`src/inc/adcst_pkg.sv`:
```
// package of constants and carrier types for the adc status byte
package adcst_pkg;
   localparam logic [3:0] ADCST_STATUS_OFFSET = 4'h8;
   localparam logic [3:0] ADCST_CHANNEL_OFFSET = 4'h2;
   localparam int ADCST_CLK_HZ = 40000000;
   localparam int ADCST_ACQ_RST_NS = 1000;
   localparam int ADCST_ACQ_RST_AVG_NS = 10000;
   // longest times, rounded down
   localparam int ADCST_ACQ_RST_CYC = ADCST_ACQ_RST_NS / (1000000000 / ADCST_CLK_HZ);
   localparam int ADCST_ACQ_RST_AVG_CYC = ADCST_ACQ_RST_AVG_NS / (1000000000 / ADCST_CLK_HZ);
   localparam int ADCST_CNT_W = 9;
   localparam int ADCST_BIT_CNV = 7;
   localparam int ADCST_BIT_POL = 6;
   localparam int ADCST_BIT_WIR = 5;
   localparam int ADCST_BIT_DONE = 4;
   localparam logic [3:0] ADCST_CH_RESET = 4'h0;
   localparam logic [7:0] ADCST_BYTE_RESET = 8'h00;

   // host i/o cycle
   typedef struct packed {
      logic rd;
      logic wr;
      logic [3:0] addr;
      logic [3:0] wdata_ch;
   } adcst_io_t;

   // state from the acquisition engine
   typedef struct packed {
      logic conv_busy;
      logic scan_busy;
      logic conv_done;
      logic trigger;
      logic trigger_activity_config_bit;
      logic fifo_irq;
      logic irq_src_b;
      logic irq_src_a;
      logic fifo_full_flag;
   } adcst_engine_t;

   typedef enum logic [1:0] {
      ADCST_IDLE = 2'b00,
      ADCST_RST = 2'b01
   } adcst_state_t;
endpackage

```
`src/verilog/adcst_status.sv`:
```
// adc status byte with write-to-clear of the conversion-done pending flag
module adcst_status (
   // clock and reset
   input wire logic i_sys_clk,
   input wire logic i_resetn,
   // host i/o
   input wire adcst_pkg::adcst_io_t i_io,
   output logic [7:0] o_rdata,
   output logic o_rvalid,
   // acquisition engine
   input wire adcst_pkg::adcst_engine_t i_eng,
   input wire logic i_avg_en,
   input wire logic i_status_layout_select,
   // jumper pins
   input wire logic i_polarity_jumper,
   input wire logic i_wiring_jumper,
   input wire logic i_fifo_superset_jumper,
   // status outputs
   output logic o_overrun,
   output logic o_acq_reset_busy
);
   import adcst_pkg::*;

   function automatic logic hit(input adcst_io_t io, input logic [3:0] off);
      hit = (io.addr == off);
   endfunction

   logic pol_sync;
   logic wir_sync;
   logic fss_sync;
   logic acq_busy;
   logic chan_wr;
   logic stat_wr;
   logic conversion_done_pending;
   logic next_conversion_done_pending;
   logic [3:0] next_channel_index;
   logic [3:0] next_next_channel_index;
   logic [7:0] next_rdata;
   logic next_rvalid;
   logic next_overrun;
   logic next_acq_reset_busy;
   logic conversion_active;
   logic [7:0] status_byte;

   adcst_sync u_sync_pol (
      .i_sys_clk(i_sys_clk),
      .i_resetn(i_resetn),
      .i_level(i_polarity_jumper),
      .o_level(pol_sync)
   );
   adcst_sync u_sync_wir (
      .i_sys_clk(i_sys_clk),
      .i_resetn(i_resetn),
      .i_level(i_wiring_jumper),
      .o_level(wir_sync)
   );
   adcst_sync u_sync_fss (
      .i_sys_clk(i_sys_clk),
      .i_resetn(i_resetn),
      .i_level(i_fifo_superset_jumper),
      .o_level(fss_sync)
   );

   assign chan_wr = i_io.wr && hit(i_io, ADCST_CHANNEL_OFFSET);
   assign stat_wr = i_io.wr && hit(i_io, ADCST_STATUS_OFFSET);

   adcst_acq_reset u_acq_reset (
      .i_sys_clk(i_sys_clk),
      .i_resetn(i_resetn),
      .i_start(chan_wr),
      .i_avg_en(i_avg_en),
      .o_busy(acq_busy)
   );

   assign conversion_active = i_eng.conv_busy || i_eng.scan_busy || acq_busy;

   always_comb begin
      // byte seen by the host one cycle after a status read
      status_byte[ADCST_BIT_CNV] = conversion_active;
      status_byte[ADCST_BIT_POL] = pol_sync;
      status_byte[ADCST_BIT_WIR] = wir_sync;
      status_byte[ADCST_BIT_DONE] = conversion_done_pending;
      if (i_status_layout_select) begin
         status_byte[3:0] = {i_eng.trigger_activity_config_bit, i_eng.fifo_irq,
                             i_eng.irq_src_b, i_eng.irq_src_a};
      end else begin
         status_byte[3:0] = next_channel_index;
      end
   end

   always_comb begin
      next_conversion_done_pending = conversion_done_pending;
      next_next_channel_index = next_channel_index;
      next_rdata = o_rdata;
      next_rvalid = 1'b0;
      next_overrun = 1'b0;
      next_acq_reset_busy = conversion_active;
      // completion is recorded with no interrupt enable in the path
      if (stat_wr) begin
         next_conversion_done_pending = 1'b0;
      end
      if (i_eng.conv_done) begin
         next_conversion_done_pending = 1'b1;
      end
      // a pending flag never holds back the trigger schedule
      if (i_eng.trigger) begin
         next_overrun = fss_sync ? i_eng.fifo_full_flag : conversion_done_pending;
      end
      if (chan_wr) begin
         next_next_channel_index = i_io.wdata_ch;
      end else if (i_eng.trigger) begin
         next_next_channel_index = next_channel_index + 4'h1;
      end
      if (i_io.rd && hit(i_io, ADCST_STATUS_OFFSET)) begin
         next_rdata = status_byte;
         next_rvalid = 1'b1;
      end
      if (!i_resetn) begin
         next_conversion_done_pending = 1'b0;
         next_next_channel_index = ADCST_CH_RESET;
         next_rdata = ADCST_BYTE_RESET;
         next_rvalid = 1'b0;
         next_overrun = 1'b0;
         next_acq_reset_busy = 1'b0;
      end
   end

   always_ff @(posedge i_sys_clk) begin
      conversion_done_pending <= next_conversion_done_pending;
      next_channel_index <= next_next_channel_index;
      o_rdata <= next_rdata;
      o_rvalid <= next_rvalid;
      o_overrun <= next_overrun;
      o_acq_reset_busy <= next_acq_reset_busy;
   end

   // checking helper: length of the acquisition reset now running
   // a channel write restarts the timer, so the count starts over on every write
   logic [ADCST_CNT_W:0] busy_run;
   logic [ADCST_CNT_W:0] next_busy_run;

   always_comb begin
      next_busy_run = busy_run;
      if (chan_wr || !acq_busy) begin
         next_busy_run = '0;
      end else if (busy_run != '1) begin
         // saturate rather than wrap, so a stuck timer cannot look short
         next_busy_run = busy_run + 1'b1;
      end
      if (!i_resetn) begin
         next_busy_run = '0;
      end
   end

   always_ff @(posedge i_sys_clk) begin
      busy_run <= next_busy_run;
   end
endmodule

```
`src/verilog/adcst_sync.sv`:
```
// two-flop synchroniser for jumper levels
module adcst_sync (
   // clock and reset
   input wire logic i_sys_clk,
   input wire logic i_resetn,
   // level in and out
   input wire logic i_level,
   output logic o_level
);
   logic stage1;
   logic stage2;
   logic next_stage1;
   logic next_stage2;
   always_comb begin
      next_stage1 = i_resetn ? i_level : 1'b0;
      next_stage2 = i_resetn ? stage1 : 1'b0;
   end
   always_ff @(posedge i_sys_clk) begin
      stage1 <= next_stage1;
      stage2 <= next_stage2;
   end
   assign o_level = stage2;
endmodule

```
`src/verilog/adcst_acq_reset.sv`:
```
// acquisition reset timer started by a channel write
module adcst_acq_reset (
   // clock and reset
   input wire logic i_sys_clk,
   input wire logic i_resetn,
   // control
   input wire logic i_start,
   input wire logic i_avg_en,
   output logic o_busy
);
   import adcst_pkg::*;
   adcst_state_t state;
   adcst_state_t next_state;
   logic [ADCST_CNT_W-1:0] count;
   logic [ADCST_CNT_W-1:0] next_count;
   always_comb begin
      next_state = state;
      next_count = count;
      case (state)
         ADCST_IDLE: begin
            if (i_start) begin
               next_state = ADCST_RST;
               next_count = i_avg_en ? ADCST_CNT_W'(ADCST_ACQ_RST_AVG_CYC - 1) : ADCST_CNT_W'(ADCST_ACQ_RST_CYC - 1);
            end
         end
         ADCST_RST: begin
            // a fresh write restarts the timer
            if (i_start) begin
               next_count = i_avg_en ? ADCST_CNT_W'(ADCST_ACQ_RST_AVG_CYC - 1) : ADCST_CNT_W'(ADCST_ACQ_RST_CYC - 1);
            end else if (count == '0) begin
               next_state = ADCST_IDLE;
            end else begin
               next_count = count - 1'b1;
            end
         end
         default: next_state = ADCST_IDLE;
      endcase
      if (!i_resetn) begin
         next_state = ADCST_IDLE;
         next_count = '0;
      end
   end
   always_ff @(posedge i_sys_clk) begin
      state <= next_state;
      count <= next_count;
   end
   assign o_busy = (state == ADCST_RST);
endmodule

```
`config.mk`:
```
export PLATFORM = sky130hd
export DESIGN_NAME = adcst_status
export DESIGN_NICKNAME = d
export VERILOG_FILES = /design/src/inc/adcst_pkg.sv /design/src/verilog/adcst_status.sv /design/src/verilog/adcst_sync.sv /design/src/verilog/adcst_acq_reset.sv
export SDC_FILE = /design/constraint.sdc
export NUM_CORES = 1
export LEC_CHECK = 0
export ABC_AREA = 1
export BUFFER_PORTS_ARGS = -buffer_cell sky130_fd_sc_hd__buf_2
export CORE_ASPECT_RATIO = 1.1
export CORE_MARGIN = 2
export CORE_UTILIZATION = 49
export CTS_BUF_LIST = sky130_fd_sc_hd__clkbuf_4 sky130_fd_sc_hd__clkbuf_8
export DETAILED_ROUTE_END_ITERATION = 6
export GPL_TIMING_DRIVEN = 0
export PLACE_DENSITY_LB_ADDON = 0.2
export REMOVE_ABC_BUFFERS = 1
export SLEW_MARGIN = 5
export SYNTH_ARGS = -nofsm -noshare
export SYNTH_HDL_FRONTEND = slang
export SYNTH_SLANG_ARGS = --single-unit
```
`constraint.sdc`:
```
create_clock -name i_sys_clk -period 1.3 [get_ports i_sys_clk]
set_clock_uncertainty 0.05 [all_clocks]
set_input_delay 0 -clock i_sys_clk [delete_from_list [all_inputs] [get_ports i_sys_clk]]
set_output_delay 0 -clock i_sys_clk [all_outputs]
set_load 0.03 [all_outputs]
```
After elaboration in Yosys (flattened, before gate mapping)
Cells that the tools add are included.
{"block": "classes", "n_addsub": 2, "n_mux": 16, "n_shift": 0, "n_reduce_logical": 13, "mul": 0, "bitwise": 0, "order_cmp": 0, "n_div": 0, "n_eq_ne": 7}
{"op": "2-to-1 mux 9 bit", "n": 4}
{"op": "case mux 9 bit (2 select lines)", "n": 1}
{"op": "2-to-1 mux 4 bit", "n": 3}
{"op": "zero test 9 bit", "n": 1}
{"op": "subtractor 9 x 1 -> 9 bit (second input constant)", "n": 1}
{"op": "2-to-1 mux 2 bit", "n": 3}
{"op": "AND reduction 3 bit", "n": 2}
{"op": "nonzero test 2 bit", "n": 3}
{"op": "adder 4 x 1 -> 4 bit (second input constant)", "n": 1}
{"op": "== test 4 x 2 -> 1 bit (second input constant)", "n": 1}
{"op": "== test 4 bit (second input constant)", "n": 1}
{"op": "2-to-1 mux 1 bit", "n": 4}
{"op": "inequality test 2 bit (second input constant)", "n": 2}
{"op": "case mux 2 bit (2 select lines)", "n": 1}
{"op": "logical AND 1 bit", "n": 3}
{"op": "inequality test 3 bit (second input constant)", "n": 1}
{"op": "== test 2 x 1 -> 1 bit (second input constant)", "n": 1}
{"op": "zero test 2 bit", "n": 1}
{"op": "logical OR 1 bit", "n": 2}
{"op": "inequality test 2 x 1 -> 1 bit (second input constant)", "n": 1}
{"op": "AND reduction 2 bit", "n": 1}
{"block": "word_totals", "wordCells": 52, "mem_bits_rw": 0, "regBits": 33, "mem_bits_ro": 0, "n_memories": 0, "latchBits": 0}

Longest topological paths before layout
{"block": "logic_depth", "depth_word": 4, "mapped_depth": 10}

Modules after synthesis
Synthesis repeated with hierarchy kept, for this count alone.
{"block": "hier_totals", "hier_cells": 212, "area_unflattened_um2": 1567.8}
{"mod": "adcst_status", "area_per_inst_um2": 753.2, "seq_area_each_um2": 320.3, "instances": 1, "cells_per_inst": 99}
{"mod": "adcst_acq_reset", "area_per_inst_um2": 649.4, "seq_area_each_um2": 200.2, "instances": 1, "cells_per_inst": 95}
{"mod": "adcst_sync", "area_per_inst_um2": 55.1, "seq_area_each_um2": 40.0, "instances": 3, "cells_per_inst": 6}

Least setup slack after synthesis
Ideal clock, no wire load.
{"block": "synth_timing", "path_kind": "reg-to-reg", "start": "reg u_acq_reset.count[0]", "end": "reg u_acq_reset.count[5]", "setup_time_ns": 0.117, "arrival_time_ns": 1.285, "period_less_slack_ns": 1.452, "path_stages_with_launch": 10, "t_required_ns": 1.133, "path_slack_ns": -0.152, "cell_sequence": "dfxtp_1 > inv_1 > ha_1 > nand2_1 > nor2_2 > nand3_2 > nand2_4 > nand2_4 > o21ai_0 > nor2_1"}
{"block": "synth_via", "elab_chain_len": 4, "elab_cells_between_ends": 7}
{"item": "start: declaration", "line": "adcst_acq_reset.sv:14", "source": "logic [ADCST_CNT_W-1:0] count;"}
{"item": "start signal: assignment", "line": "adcst_acq_reset.sv:45", "source": "count <= next_count;"}
{"item": "subtractor 9 x 1 -> 9 bit", "line": "adcst_acq_reset.sv:33", "source": "next_count = count - 1'b1;"}
{"item": "2-to-1 mux 9 bit", "line": "adcst_acq_reset.sv:30", "source": "end else if (count == '0) begin"}
{"item": "2-to-1 mux 9 bit", "line": "adcst_acq_reset.sv:28", "source": "if (i_start) begin"}
{"item": "case mux 9 bit (2 select lines)", "line": "adcst_acq_reset.sv:19", "source": "case (state)"}
Parallel ways exist; a longest one is shown, timed or not. The select of a mux whose other input is x is not followed.
A chain may end at the register's enable or synchronous reset.

Worst setup path in the final report
{"block": "layout_timing", "start": "reg u_acq_reset.count[0]", "end": "reg u_acq_reset.count[1]"}
The elaborated chain is that of the path after synthesis.

==> results.cfg <==
[worst_setup_path]
critPathKind = flop to flop
crit_family = simple AND/OR/NAND/NOR gates
crit_path_max_fanout = 6
cp_num_buf_inv = 2
cpMaxStageDelayCell = dfxtp_2
cp-end-kind = flop
crit_required_ns = 1.51
cpMostUsedCell = nand2_4
startpoint_type = flop
arrival_ns = 1.66
worst_path_largest_cell_delay_ns = 0.35
path_cells = inv_4 > ha_4 > nand2_4 > nor2_4 > nand3_4 > nand2_4 > buf_6 > nand3_2 > a21oi_2

[power_and_ir_drop]
clock_power_share = 0.362
pwr-share-comb = 0.156
power.total_mw = 2.14
seqPwrFrac = 0.483
ir_drop_mv = 0.769
p_switching_uw = 544
power.density_nw_per_um2 = 980
internal_power_mw = 1.60
p_leak_nw = 1.04
switching_share = 0.254

[global_routing]
grt_use_total = 0.235
grtUsageMet1 = 0.270
grt_pass1_vias = 1417
grt_overflow = 0
top_usage_layer = met2
grt_pass1_wl_mm = 6.21
grt_max_degree = 23
globalRouteMet3Util = 0.0476
antenna_found_initial = 0
met2_usage = 0.429

[yosys]
yosys_warnings = 0
muxShareOfSynthArea = 0.0369
synth_cell_type_count = 28
yosys.area_share.adder = 0.0168
synth_compound_area_frac = 0.120
synth-xor-area-share = 0.0176
synth-edff-count = 0
synth_seq_area_share = 0.429
yosys_register_bits = 32
async_flop_share = 0
syn_inst = 203
synth_area_leaders = dfxtp_1 (43%), nand2_1 (12%), a21oi_1 (7.0%), nand3_1 (7.0%), inv_1 (6.0%)
synth_top_cell_area_share = 0.429
yosys.area_share.simple = 0.296
syn_area_sq_um = 1490
synth_flop_cell = dfxtp_1
avgSynthCellArea_sq_um = 7.35
synth_top_family_by_area = simple AND/OR/NAND/NOR gates
yosysTopAreaCell = dfxtp_1

[floorplan]
die_h_um = 61.9
coreArea_sq_um = 2970
ios = 37
die_x_um = 56.6
initial_core_util = 0.503
die-area_sq_um = 3500
fp-row-count = 21

[status]
violations = negative hold slack, negative setup slack
status = finished, violations left

[clock_tree]
tritoncts = done
path_clk_slew_ns = 0.11
numCtsBuffers = 5
clk_latency_ns = 0.34
cts.htree.levels = 2
cts_hold_buf = 20
clkSinkCount = 32
cts_root_buffer = clkbuf_4
clock_path_buffers = 2

[finish]
antenna_cells = 0
drive_above_1_share = 0.324
final_common_cell = nand2_1
area_delta_synth_final_pct = 46.3
reg_top3 = u_acq_reset.count x9, o_rdata x8, next_channel_index x4
fin_nets = 302
layout_common_cells = nand2_1 (45), buf_2 (35), dfxtp_1 (28)
largest_reg_flops = 9
largest_register = u_acq_reset.count

[sta]
worst_slack_ns = -0.145
setup_tns_ns = -0.985
drv_slew = 0
hold_slack_ns = -0.0492
rsz0062_at_grt = true
post-route-period-util = 1.11
fin_crit_ns = 1.45
max-slew-margin-rel = 0.622
worstMarginPinSlew_ns = 0.565
hold_viol = 7
fmax_mhz = 692
setup_viol = 10

[flow_run]
max-cap-violations = 0

[worst_hold_path]
worstHoldPathType = input pin to flop

[detailed_routing]
remaining_drc_errors = 0
viasPerCell = 5.22
drtIter0Drc = 75
ant_nets = 0
vias = 1613
routedWlPerCell_um = 13.7
wirelength_mm = 4.23
dr.pass1.iters = 4

[placement]
dp_slack_ns = -0.570
place.gp.congestion = 0.866
portBuffers = 36
hpwl_mm = 2.22
==> worst reg2reg max path: stages, from the launching register on <==
cell and delay (ns):
dfxtp_2 0.35, inv_4 0.07, ha_4 0.14, nand2_4 0.05
nor2_4 0.11, nand3_4 0.10, nand2_4 0.14, buf_6 0.14
nand3_2 0.06, a21oi_2 0.14
==> path summary, 6_finish.rpt <==
path	from	depth (start not counted)	end	slack [ns]
max	u_acq_reset.count[0]$_SDFFE_PN0P_	9	u_acq_reset.count[1]$_SDFFE_PN0P_	-0.15
min	i_io[6]	4	o_rdata[0]$_SDFFE_PN0P_	-0.05
max reg2reg	u_acq_reset.count[0]$_SDFFE_PN0P_	9	u_acq_reset.count[1]$_SDFFE_PN0P_	-0.15
min reg2reg	u_sync_wir.stage1$_SDFF_PN0_	2	u_sync_wir.o_level$_SDFF_PN0_	0.37
==> logic make-up after synthesis <==
| logic type | Yosys count |
|---|---|
| compound gates | 34 |
| xor+xnor | 3 |
| fa+ha+maj | 2 |
| buf+inv | 32 |
| flops | 32 |
| mux | 5 |
| simple gates | 95 |
==> cells in the mapped netlist (3+ instances only) <==
master,instances
a21oi_1,21
inv_1,24
a31oi_1,3
clkbuf_1,4
o21ai_0,8
nor3_1,3
dfxtp_1,32
nor2_1,14
mux2_2,4
nand2_1,47
nand3_1,21
==> final cells by class <==
class                   count  area, sq um
clock buffers               6         45.0
clock inverters             2         35.0
fillers                   228          786
inverters                  25          100
multi-input cells         140          810
flip-flops and latches     32          646
well taps                  34         42.5
repair buffers             69          498
repair inverters            1         7.51
==> timing repair <==
item / 4_1_cts / 5_1_grt
cloned: 1 / 1
gates resized for setup: 24 / 13
pin swaps: 11 / 8
endpoints found under the setup margin: 14 / 23
setup buffers: 10 / 3
hold endpoints to repair: 23 / 7
==> per-layer routing <==
| layer | vias up | part of all wire |
|---|---|---|
| met3 | 18 | 0.046 |
| met5 | - | 0 |
| met4 | 0 | 0.034 |
| li1 | 810 | - |
| met1 | 733 | 0.42 |
| met2 | 52 | 0.50 |
==> metrics by stage <==
stage | instance area [sq um] | hold slack (ns) | util | cells
after floorplan | 1460 | 0.0435 | - | 196
after global placement | 1680 | 0.131 | 0.567 | 266
after detailed placement | 1680 | 0.136 | 0.567 | 266
after CTS | 2120 | -0.0527 | 0.713 | 305
after global routing | 2180 | -0.0349 | 0.735 | 309
final | 2180 | -0.0492 | 0.735 | 309
==> power groups by stage <==
| stage | clock network [mW] | registers [mW] | logic (mW) |
|---|---|---|---|
| 2_1_floorplan | 0 | 1.06 | 0.128 |
| 3_3_place_gp | 0 | 1.05 | 0.221 |
| 3_5_place_dp | 0 | 1.05 | 0.223 |
| 4_1_cts | 0.780 | 1.03 | 0.309 |
| 5_1_grt | 0.819 | 1.04 | 0.363 |
| 6_report | 0.774 | 1.03 | 0.333 |
Note: power is estimated with default switching activity, not from simulation.
